[config.mk]
export PLATFORM = sky130hd
export DESIGN_NAME = fcb_flash_cmd
export DESIGN_NICKNAME = d
export VERILOG_FILES = /design/src/hw/fcb_pkg.sv /design/src/hw/fcb_flash_cmd.sv /design/src/hw/fcb_key_check.sv
export SDC_FILE = /design/constraint.sdc
export NUM_CORES = 1
export LEC_CHECK = 0
export BUFFER_PORTS_ARGS = -buffer_cell sky130_fd_sc_hd__buf_2
export CORE_MARGIN = 3
export CORE_UTILIZATION = 34
export CTS_CLUSTER_DIAMETER = 40
export DETAILED_ROUTE_END_ITERATION = 12
export PLACE_DENSITY = 0.51
export SYNTH_ARGS = -nofsm -noshare
export SYNTH_HDL_FRONTEND = slang
export SYNTH_SLANG_ARGS = --single-unit
[constraint.sdc]
create_clock -name clk_i -period 3.3 [get_ports clk_i]
set_input_delay 0.33 -clock clk_i [delete_from_list [all_inputs] [get_ports clk_i]]
set_output_delay 0.33 -clock clk_i [all_outputs]
set_load 0.03 [all_outputs]
[src/hw/fcb_pkg.sv]
// Constants, state and register layout for the flash command front end.
// Assumes a 50 MHz system bus clock and an APB master with 32-bit data.
package fcb_pkg;
	// Register indices; byte address is four times the index
	localparam logic [7:0] IDX_LOCK = 8'h01;
	localparam logic [7:0] IDX_INDEX = 8'h02;
	localparam logic [7:0] IDX_STAT = 8'h06;
	localparam logic [7:0] IDX_CCOB = 8'h0a;
	localparam logic [7:0] IDX_PROT = 8'h0b;
	localparam logic [7:0] IDX_IRQ_ST = 8'h0c;
	localparam logic [7:0] IDX_IRQ_MASK = 8'h0d;
	// Status register bit positions
	localparam int STAT_DONE_BIT = 7;
	localparam int STAT_ACCERR_BIT = 5;
	localparam int STAT_PVIOL_BIT = 4;
	// Interrupt status / mask bit positions
	localparam int IRQ_DONE = 0;
	localparam int IRQ_PVIOL = 1;
	localparam int IRQ_KEYFAIL = 2;
	localparam int IRQ_W = 3;
	// Lock configuration fields
	localparam int KEY_EN_HI = 7;
	localparam int KEY_EN_LO = 6;
	localparam int LVL_HI = 1;
	localparam int LVL_LO = 0;
	localparam logic [1:0] KEY_EN_ON = 2'h2;
	localparam logic [1:0] LVL_UNSEC = 2'h2;
	localparam logic [7:0] LOCK_ALL = 8'hff;
	// Command object geometry and blank stored key values
	localparam int CCOB_WORDS = 6;
	localparam int IDX_W = 3;
	localparam logic [IDX_W-1:0] CCOB_LAST = 3'h5;
	localparam logic [15:0] KEY_BAD_LO = 16'h0000;
	localparam logic [15:0] KEY_BAD_HI = 16'hffff;
	// Command codes (arbitrary choices)
	localparam logic [7:0] CMD_VERIFY_KEYS = 8'h0c;
	localparam logic [7:0] CMD_PROGRAM = 8'h06;
	localparam logic [7:0] CMD_ERASE = 8'h0a;
	// Protection: bit0 guards the top region, bit1 the whole array
	localparam logic [1:0] PROT_RESET = 2'h0;
	localparam logic [17:0] PROT_HIGH_BASE = 18'h3f800;
	// Execution lengths in bus clock cycles
	localparam logic [7:0] VERIFY_CYCLES = 8'h04;
	localparam logic [7:0] EXEC_CYCLES = 8'h10;

	typedef enum logic [1:0] {ST_LOAD, ST_IDLE, ST_VERIFY, ST_EXEC} fcb_state_t;

	typedef struct packed {
		fcb_state_t state;
		logic [7:0] cnt;
		logic [IDX_W-1:0] index;
		logic [CCOB_WORDS-1:0][15:0] ccob;
		logic [7:0] lock;
		logic done;
		logic accerr;
		logic pviol;
		logic [1:0] prot;
		logic [IRQ_W-1:0] irq_st;
		logic [IRQ_W-1:0] irq_mask;
		logic [31:0] rdata;
		logic slverr;
	} fcb_regs_t;

	localparam fcb_regs_t REGS_RESET = '{state: ST_LOAD, cnt: 8'h00, index: 3'h0,
		ccob: '0, lock: LOCK_ALL, done: 1'b1, accerr: 1'b0, pviol: 1'b0,
		prot: PROT_RESET, irq_st: '0, irq_mask: '0, rdata: 32'h0, slverr: 1'b0};
endpackage : fcb_pkg

[src/hw/fcb_flash_cmd.sv]
// Flash command front end: command object array, launch, lock config, backdoor unlock.
// Assumes an APB4 master on clk_i and flash-side inputs driven on the same clock.
//
// Our own choice: the APB register port.
`timescale 1ns/1ps
module fcb_flash_cmd import fcb_pkg::*; (
	input wire logic clk_i,
	input wire logic reset_n_i,
	input wire logic psel_i,
	input wire logic penable_i,
	input wire logic pwrite_i,
	input wire logic [11:0] paddr_i,
	input wire logic [31:0] pwdata_i,
	input wire logic [3:0] pstrb_i,
	output logic [31:0] prdata_o,
	output logic pready_o,
	output logic pslverr_o,
	input wire logic [63:0] backdoor_keys_i,
	input wire logic [7:0] sec_byte_i,
	input wire logic sec_dbl_err_i,
	output logic [7:0] lock_cfg_o,
	output logic secure_o,
	output logic backdoor_en_o,
	output logic nvm_read_block_o,
	output logic irq_o
);
	fcb_regs_t q;
	fcb_regs_t n;
	logic [IRQ_W-1:0] ev;
	logic [7:0] widx;
	logic wr;
	logic launch;
	logic match;
	logic [7:0] cmd;
	logic [17:0] addr;
	logic [63:0] cand;

	function automatic logic [7:0] reg_idx(input logic [11:0] a);
		reg_idx = {2'h0, a[7:2]};
	endfunction : reg_idx

	function automatic logic is_prot(input logic [1:0] p, input logic [17:0] a);
		is_prot = p[1] || (p[0] && (a >= PROT_HIGH_BASE));
	endfunction : is_prot

	assign widx = reg_idx(paddr_i);
	assign wr = psel_i && penable_i && pwrite_i;
	// Word 0 hi is the code, word 0 lo holds address 17:16, word 1 the rest
	assign cmd = q.ccob[0][15:8];
	assign addr = {q.ccob[0][1:0], q.ccob[1]};
	// Candidate keys sit in words 1 to 4
	assign cand = {q.ccob[1], q.ccob[2], q.ccob[3], q.ccob[4]};

	fcb_key_check u_keys (
		.cand_keys_i(cand),
		.stored_keys_i(backdoor_keys_i),
		.lock_cfg_i(q.lock),
		.backdoor_en_o(backdoor_en_o),
		.secure_o(secure_o),
		.match_o(match)
	);

	always_comb begin
		n = q;
		ev = '0;
		launch = 1'b0;
		// Read data and error are prepared in the setup phase
		if (psel_i && !penable_i) begin
			n.slverr = 1'b0;
			n.rdata = 32'h0;
			if (widx == IDX_LOCK) begin
				n.rdata = {24'h0, q.lock};
			end else if (widx == IDX_INDEX) begin
				n.rdata = {29'h0, q.index};
			end else if (widx == IDX_STAT) begin
				n.rdata[STAT_DONE_BIT] = q.done;
				n.rdata[STAT_ACCERR_BIT] = q.accerr;
				n.rdata[STAT_PVIOL_BIT] = q.pviol;
			end else if (widx == IDX_CCOB) begin
				// Unimplemented words read as zero
				if (q.index <= CCOB_LAST) begin
					n.rdata = {16'h0, q.ccob[q.index]};
				end
			end else if (widx == IDX_PROT) begin
				n.rdata = {30'h0, q.prot};
			end else if (widx == IDX_IRQ_ST) begin
				n.rdata = {29'h0, q.irq_st};
			end else if (widx == IDX_IRQ_MASK) begin
				n.rdata = {29'h0, q.irq_mask};
			end else begin
				n.slverr = 1'b1;
			end
		end
		if (wr) begin
			if (widx == IDX_INDEX) begin
				if (pstrb_i[0]) begin
					n.index = pwdata_i[IDX_W-1:0];
				end
			end else if (widx == IDX_CCOB) begin
				// Locked while running; words 6 and 7 do not exist
				if (q.done && q.state == ST_IDLE && q.index <= CCOB_LAST) begin
					if (pstrb_i[0]) begin
						n.ccob[q.index][7:0] = pwdata_i[7:0];
					end
					if (pstrb_i[1]) begin
						n.ccob[q.index][15:8] = pwdata_i[15:8];
					end
				end
			end else if (widx == IDX_STAT) begin
				if (pstrb_i[0]) begin
					if (pwdata_i[STAT_ACCERR_BIT]) begin
						n.accerr = 1'b0;
					end
					if (pwdata_i[STAT_PVIOL_BIT]) begin
						n.pviol = 1'b0;
					end
					launch = pwdata_i[STAT_DONE_BIT] && q.done && q.state == ST_IDLE;
				end
			end else if (widx == IDX_PROT) begin
				if (pstrb_i[0]) begin
					n.prot = pwdata_i[1:0];
				end
			end else if (widx == IDX_IRQ_ST) begin
				if (pstrb_i[0]) begin
					n.irq_st = q.irq_st & ~pwdata_i[IRQ_W-1:0];
				end
			end else if (widx == IDX_IRQ_MASK) begin
				if (pstrb_i[0]) begin
					n.irq_mask = pwdata_i[IRQ_W-1:0];
				end
			end
		end
		case (q.state)
			ST_LOAD: begin
				// Security byte captured once after reset release
				if (sec_dbl_err_i) begin
					n.lock = LOCK_ALL;
				end else begin
					n.lock = sec_byte_i;
				end
				n.state = ST_IDLE;
			end
			ST_IDLE: begin
				if (launch) begin
					n.done = 1'b0;
					n.cnt = EXEC_CYCLES - 8'h01;
					n.state = ST_EXEC;
					if (cmd == CMD_VERIFY_KEYS) begin
						if (backdoor_en_o) begin
							n.cnt = VERIFY_CYCLES - 8'h01;
							n.state = ST_VERIFY;
						end else begin
							n.accerr = 1'b1;
							n.cnt = 8'h00;
						end
					end else if ((cmd == CMD_PROGRAM || cmd == CMD_ERASE) && is_prot(q.prot, addr)) begin
						// Rejected without touching the array
						n.pviol = 1'b1;
						n.cnt = 8'h00;
						ev[IRQ_PVIOL] = 1'b1;
					end
				end
			end
			ST_VERIFY: begin
				if (q.cnt == 8'h00) begin
					if (match) begin
						n.lock[LVL_HI:LVL_LO] = LVL_UNSEC;
					end else begin
						ev[IRQ_KEYFAIL] = 1'b1;
					end
					n.ccob[CCOB_LAST] = {15'h0, match};
					n.done = 1'b1;
					ev[IRQ_DONE] = 1'b1;
					n.state = ST_IDLE;
				end else begin
					n.cnt = q.cnt - 8'h01;
				end
			end
			ST_EXEC: begin
				if (q.cnt == 8'h00) begin
					n.done = 1'b1;
					ev[IRQ_DONE] = 1'b1;
					n.state = ST_IDLE;
				end else begin
					n.cnt = q.cnt - 8'h01;
				end
			end
			default: begin
				n.state = ST_IDLE;
			end
		endcase
		// Hardware events win over a same-cycle clear
		n.irq_st = n.irq_st | ev;
	end

	always_ff @(posedge clk_i or negedge reset_n_i) begin
		if (!reset_n_i) begin
			q <= REGS_RESET;
		end else begin
			q <= n;
		end
	end

	assign prdata_o = q.rdata;
	assign pslverr_o = q.slverr;
	assign pready_o = psel_i && penable_i;
	assign lock_cfg_o = q.lock;
	// Array reads return invalid data while keys are compared
	assign nvm_read_block_o = q.state == ST_VERIFY;
	assign irq_o = |(q.irq_st & q.irq_mask);

	logic rd_setup;
	logic bad_stored;

	assign rd_setup = psel_i && !penable_i && !pwrite_i;
	assign bad_stored = (backdoor_keys_i[15:0] == KEY_BAD_LO) || (backdoor_keys_i[15:0] == KEY_BAD_HI);

	chk_unlock_sec: assert property (@(posedge clk_i) disable iff (!reset_n_i)
		(q.state == ST_VERIFY && q.cnt == 8'h00 && match) |=> (lock_cfg_o[1:0] == 2'h2 && !secure_o))
		else $error("Key match did not unsecure");

	chk_mismatch_keep: assert property (@(posedge clk_i) disable iff (!reset_n_i)
		(q.state == ST_VERIFY && q.cnt == 8'h00 && !match) |=> (lock_cfg_o[1:0] == $past(lock_cfg_o[1:0])))
		else $error("Mismatch changed protection bits");

	chk_blank_key: assert property (@(posedge clk_i) disable iff (!reset_n_i)
		bad_stored |-> !match)
		else $error("Blank stored key produced a match");

	chk_read_block: assert property (@(posedge clk_i) disable iff (!reset_n_i)
		(q.state == ST_IDLE && launch && cmd == CMD_VERIFY_KEYS && backdoor_en_o)
		|=> nvm_read_block_o [*4] ##1 (!nvm_read_block_o && q.done))
		else $error("Read block window wrong length");

	chk_launch_clear: assert property (@(posedge clk_i) disable iff (!reset_n_i)
		(wr && widx == IDX_STAT && pstrb_i[0] && pwdata_i[7] && q.done && q.state == ST_IDLE)
		|=> !q.done ##[1:16] q.done)
		else $error("Launch did not clear then restore complete flag");

	chk_param_lock: assert property (@(posedge clk_i) disable iff (!reset_n_i)
		(wr && widx == IDX_CCOB && !q.done && q.state == ST_EXEC) |=> (q.ccob == $past(q.ccob)))
		else $error("Parameter word changed while busy");

	chk_unimpl_read: assert property (@(posedge clk_i) disable iff (!reset_n_i)
		(rd_setup && widx == IDX_CCOB && q.index > 3'h5) |=> (prdata_o == 32'h0))
		else $error("Unimplemented word read nonzero");

	chk_index_read: assert property (@(posedge clk_i) disable iff (!reset_n_i)
		(rd_setup && widx == IDX_INDEX) |=> (prdata_o[31:3] == 29'h0 && prdata_o[2:0] == $past(q.index)))
		else $error("Index register read wrong");

	chk_dbl_err: assert property (@(posedge clk_i) disable iff (!reset_n_i)
		(q.state == ST_LOAD && sec_dbl_err_i) |=> (lock_cfg_o == 8'hff && !backdoor_en_o && secure_o))
		else $error("Double-bit error did not lock all bits");

	chk_prot_reject: assert property (@(posedge clk_i) disable iff (!reset_n_i)
		(q.state == ST_IDLE && launch && cmd == CMD_PROGRAM && is_prot(q.prot, addr))
		|=> (q.pviol && !q.done) ##1 (q.done && q.irq_st[IRQ_PVIOL]))
		else $error("Protected program not rejected");

	// Further rule checks; expected values come from $past, $stable or literals
	chk_verify_lock: assert property (@(posedge clk_i) disable iff (!reset_n_i)
		(wr && widx == IDX_CCOB && q.state == ST_VERIFY) |=> (q.ccob[4:0] == $past(q.ccob[4:0])))
		else $error("Parameter word changed during key compare");

	chk_unimpl_write: assert property (@(posedge clk_i) disable iff (!reset_n_i)
		(wr && widx == IDX_CCOB && q.index > CCOB_LAST) |=> $stable(q.ccob[4:0]))
		else $error("Write to unimplemented word changed the array");

	chk_byte_lane: assert property (@(posedge clk_i) disable iff (!reset_n_i)
		(wr && widx == IDX_CCOB && pstrb_i[1:0] == 2'b01 && q.state == ST_IDLE && q.index <= CCOB_LAST)
		|=> (q.ccob[$past(q.index)] == {$past(q.ccob[q.index][15:8]), $past(pwdata_i[7:0])}))
		else $error("Low byte lane write wrong");

	chk_backdoor_off: assert property (@(posedge clk_i) disable iff (!reset_n_i)
		(q.state == ST_IDLE && launch && cmd == CMD_VERIFY_KEYS && !backdoor_en_o)
		|=> (q.accerr && !nvm_read_block_o && lock_cfg_o == $past(lock_cfg_o)) ##1 q.done)
		else $error("Disabled backdoor did not refuse key compare");

	chk_done_event: assert property (@(posedge clk_i) disable iff (!reset_n_i)
		$rose(q.done) |-> q.irq_st[IRQ_DONE])
		else $error("Completion did not raise done event");

	chk_event_sticky: assert property (@(posedge clk_i) disable iff (!reset_n_i)
		(q.irq_st[IRQ_DONE] && !(wr && widx == IDX_IRQ_ST && pstrb_i[0])) |=> q.irq_st[IRQ_DONE])
		else $error("Done event cleared without a write");

	chk_lock_stable: assert property (@(posedge clk_i) disable iff (!reset_n_i)
		(q.state == ST_IDLE || q.state == ST_EXEC) |=> $stable(lock_cfg_o))
		else $error("Lock configuration changed outside load or unlock");

	chk_load_byte: assert property (@(posedge clk_i) disable iff (!reset_n_i)
		(q.state == ST_LOAD && !sec_dbl_err_i) |=> (lock_cfg_o == $past(sec_byte_i)))
		else $error("Security byte not loaded after reset");

	chk_prot_whole: assert property (@(posedge clk_i) disable iff (!reset_n_i)
		(q.state == ST_IDLE && launch && (cmd == CMD_PROGRAM || cmd == CMD_ERASE) && q.prot[1])
		|=> (q.pviol && q.state == ST_EXEC && q.cnt == 8'h00))
		else $error("Whole-array protection not applied");

	chk_busy_relaunch: assert property (@(posedge clk_i) disable iff (!reset_n_i)
		(wr && widx == IDX_STAT && pstrb_i[0] && pwdata_i[STAT_DONE_BIT]
		&& q.state == ST_EXEC && q.cnt != 8'h00)
		|=> (!q.done && q.cnt == $past(q.cnt) - 8'h01))
		else $error("Launch while busy restarted the command");

	chk_index_write: assert property (@(posedge clk_i) disable iff (!reset_n_i)
		(wr && widx == IDX_INDEX && pstrb_i[0]) |=> (q.index == $past(pwdata_i[IDX_W-1:0])))
		else $error("Index register write not taken");

	chk_keyfail_event: assert property (@(posedge clk_i) disable iff (!reset_n_i)
		(q.state == ST_VERIFY && q.cnt == 8'h00 && !match)
		|=> (q.irq_st[IRQ_KEYFAIL] && q.ccob[CCOB_LAST] == 16'h0000))
		else $error("Key mismatch not reported");

	cov_unlock: cover property (@(posedge clk_i) disable iff (!reset_n_i)
		q.state == ST_VERIFY ##1 (q.state == ST_IDLE && !secure_o));

	cov_keyfail: cover property (@(posedge clk_i) disable iff (!reset_n_i)
		q.state == ST_VERIFY ##1 q.irq_st[IRQ_KEYFAIL]);

	cov_exec_done: cover property (@(posedge clk_i) disable iff (!reset_n_i)
		q.state == ST_EXEC ##1 (q.state == ST_IDLE && irq_o));

	cov_locked_write: cover property (@(posedge clk_i) disable iff (!reset_n_i)
		wr && widx == IDX_CCOB && !q.done);

	cov_dbl_err: cover property (@(posedge clk_i) disable iff (!reset_n_i)
		q.state == ST_LOAD && sec_dbl_err_i);
endmodule : fcb_flash_cmd

[src/hw/fcb_key_check.sv]
// Backdoor key comparison and lock configuration decode.
// Purely combinational; keys come from the flash configuration area.
`timescale 1ns/1ps
module fcb_key_check import fcb_pkg::*; (
	input wire logic [63:0] cand_keys_i,
	input wire logic [63:0] stored_keys_i,
	input wire logic [7:0] lock_cfg_i,
	output logic backdoor_en_o,
	output logic secure_o,
	output logic match_o
);
	function automatic logic key_bad(input logic [15:0] k);
		key_bad = (k == KEY_BAD_LO) || (k == KEY_BAD_HI);
	endfunction : key_bad

	logic any_bad;

	always_comb begin
		any_bad = 1'b0;
		for (int i = 0; i < 4; i++) begin
			any_bad = any_bad | key_bad(stored_keys_i[i*16 +: 16]);
		end
	end

	// Only 10 enables the backdoor; 01 is the preferred off code
	assign backdoor_en_o = lock_cfg_i[KEY_EN_HI:KEY_EN_LO] == KEY_EN_ON;
	// Only 10 is unsecured; all other codes are secured
	assign secure_o = lock_cfg_i[LVL_HI:LVL_LO] != LVL_UNSEC;
	// All four words must match and no stored key may be blank
	assign match_o = (cand_keys_i == stored_keys_i) && !any_bad;
endmodule : fcb_key_check

==> summary.md <==
| Metric | Value |
|---|---|
| Post-layout nets | roughly 1000 |
| Dpl cell area | 0.00912 sq mm |
| DRC Markers | 0 |
| Io pins | between 150 and 200 |
| Num rows | 56 |
| Vias per cell | between 5 and 6 |
| Power density cells | approximately 450 mW/mm^2 |
| Filler cell count | between 2000 and 2500 |
| Status | complete, but fails checks |
| Worst Tran Pin Value | around 0.84 ns |
| CP Capture Type | register |
| # diodes | 0 |
| Main area contributors after synthesis | dfrtp_1 (41%), mux2_2 (13%), xnor2_1 (4.8%) |
| Hold crit path type | input port to async pin |
| Fin. Hold Viols | 7 |
| # port buffers | roughly 130 |
| Commonest cells after routing, fill and taps aside | dfrtp_1 (135), buf_2 (130), mux2_2 (92) |
| Final setup viols | 0 |
| Post-layout util | 41.1% |
| Power Internal | 0.00320 W |
| CTS buffer count | 17 |
| Sequential share of the synthesized area | between 40% and 50% |
| Avg Inst Size Synth | ~11 sq um |
| Initial antenna violation count | 0 |
| Number of synthesized flops with an enable pin | 0 |
| Max-Slew Margin vs Limit | approximately 44% |
| Sequential share of power | 42.6% |
| Die height | 162 microns |
| Unique masters post-synth | 55 |
| Setup bufs post-CTS | 0 |
| First drt pass iteration count | 7 |
| Final non-filler cell area | approximately 0.0097 sq mm |
| CTS tree | yes |
| Core ar. | 0.0237 sq mm |
| Total Wirelength | approximately 26000 microns |
| Share of cells above drive strength 1 | about 34% |
| Die width | roughly 160 microns |
| Clock network power share | roughly 47% |
| Failing checks | negative hold slack |
| # clock sinks | 145 |
| Hold slack | -0.0199 ns |
| Synth Flop Type | dfrtp_1 |
| Area fraction of the dominant cell type after synthesis | between 40% and 50% |
| Flops & latches, synth | between 100 and 150 |
| DRT antenna net count | 0 |
| WP data required | ~3.6 ns |
| Clock skew | 0.0116 ns |
| Initial core utilization | roughly a third |
| Mean routed wirelength per cell | 21.4 microns |
| Slew Limit Fails | 0 |
| Largest net degree at the start of global routing | 86 |
| Sequential cell area | 0.00364 sq mm |
| Critical path class | input port to register |
| First-pass GRT wire length | around 40000 microns |
| Clock Pin Slew Worst Setup and Hold Paths | ~0.070 ns |
| Vias | 6424 |
| Die area | 0.0262 sq mm |
| CTS Hold Bufs | 0 |
| Syn Inst Count | 760 |
| Max Fclk | ~390 MHz |
| Cell Area, Synth | a little over 0.008 sq mm |
| Fin crit share | between 70% and 80% |
| Max_cap viols | 0 |
| Syn-to-layout area delta | 17.9% |
| Startpoint types | input port |
| Sw frac | between 20% and 30% |
| # resized after CTS | 0 |
| Clock Tree Root | clkbuf_16 |
| Worst VDD drop | 0.314 mV |
| Hpwl dp | approximately 20000 microns |
| Most common cell after layout, fill and taps aside | dfrtp_1 |
| YS warnings | 0 |
| Worst skew pair latency | roughly 0.43 ns |
| Multi-input logic area | about 0.0042 sq mm |
| Post-layout min period | 2.55 ns |
| Congestion Overflow GR | 0 |
| Total GRT Usage | approximately 20% |
| Vias in the first global route | around 6500 |
| Htree depth | 4 |
| Initial detailed-routing violation count | 443 |
| Leakage | around 4.5 nW |
| RSZ-0062 raised after global routing | no |
| Final GP Congestion | 0.853 |
| Maximum root-to-sink buffer count | 2 |
| Sw Pwr | 0.00115 W |
| Setup TNS | 0 ns |
| Asr flop ratio synth | 100% |
| Combinational Power Share | 10.4% |
| Post-synth top area cell | dfrtp_1 |
| Crit path DAT | 2.87 ns |
| CP max FO | 8 |
## Yosys cell counts, drive strengths merged (5+ instances only)
library cell  instances
buf                  51
inv                   7
or4                   6
nor3                 10
clkbuf               16
and3                  6
nand4                37
dfstp                 9
dfrtp               136
nor2b                 6
mux4                 11
ha                    5
mux2                 92
mux2i                34
nor4                 28
nand2                39
nand3                15
a222oi                6
nor2                 64
and2                  5
xor2                 24
nand2b                7
a21oi                23
o21ai                32
xnor2                45
## routing by layer
layer	track usage, %	share of wire, %	vias to the layer above	wire length, microns
li1	-	-	2977	-
met5	0	0	-	0
met1	29.9	48	3188	12400
met3	4.51	6.7	19	1730
met4	4.30	1.1	0	294
met2	30.7	44	240	11400
## metrics by stage
| stage | std cells | power (W) | setup WS, ns |
|---|---|---|---|
| floorplan | 775 | 0.00212 | 0.662 |
| global placement | 1177 | 0.00234 | 0.342 |
| detailed placement | 1177 | 0.00234 | 0.294 |
| CTS | 1209 | 0.00439 | 0.745 |
| global route | 1209 | 0.00453 | 0.625 |
| finish | 1209 | 0.00436 | 0.748 |
## layout make-up
type                    count  share of cell area, %
clock inverters            14                   1.84
repair buffers            150                   8.39
inverters                   7                  0.270
flip-flops and latches    145                   37.4
well taps                 319                   4.10
clock buffers              18                   4.51
multi-input cells         556                   43.5
## critical path: stages
cell and delay [ns]:
buf_2 0.12, or4b_4 0.58, or3b_1 0.54, nor2_1 0.22, and3_1 0.26, nand3_1 0.38, mux2_2 0.43
## final timing paths
path	from	to	slack (ns)	depth (start not counted)
worst max-delay path	paddr_i[2]	register	0.75	7
worst min-delay path	reset_n_i	prdata_o[0]$_DFFE_PN0P_	-0.02	1
worst max register to register	q[160]$_DFFE_PN0P_	q[153]$_DFFE_PN0P_	0.78	8
worst min register to register	prdata_o[1]$_DFFE_PN0P_	prdata_o[1]$_DFFE_PN0P_	0.48	2
max in group asynchronous	reset_n_i	async pin	2.43	2
min in group clk_i	sec_byte_i[2]	lock_cfg_o[2]$_DFFE_PN1N_	0.14	3
## power by group through the flow
stage | Combinational, W | Clock [W] | Sequential [W]
final | 0.000451 | 0.00205 | 0.00186
after global routing | 0.000499 | 0.00216 | 0.00186
after CTS | 0.000454 | 0.00208 | 0.00186
after detailed placement | 0.000452 | 0 | 0.00189
after global placement | 0.000449 | 0 | 0.00189
after floorplan | 0.000249 | 0 | 0.00188
## cell families after synthesis
family | count (synthesis) | synth area share (%)
mux | 137 | 19.7
flops | 145 | 44.1
buf+inv | 74 | 5.32
simple gates | 236 | 15.7
fa+ha+maj | 5 | 0.757
other cells | 1 | 0.0454
compound gates | 93 | 7.09
xor+xnor | 69 | 7.32
Power figures use the tool's default switching activity.
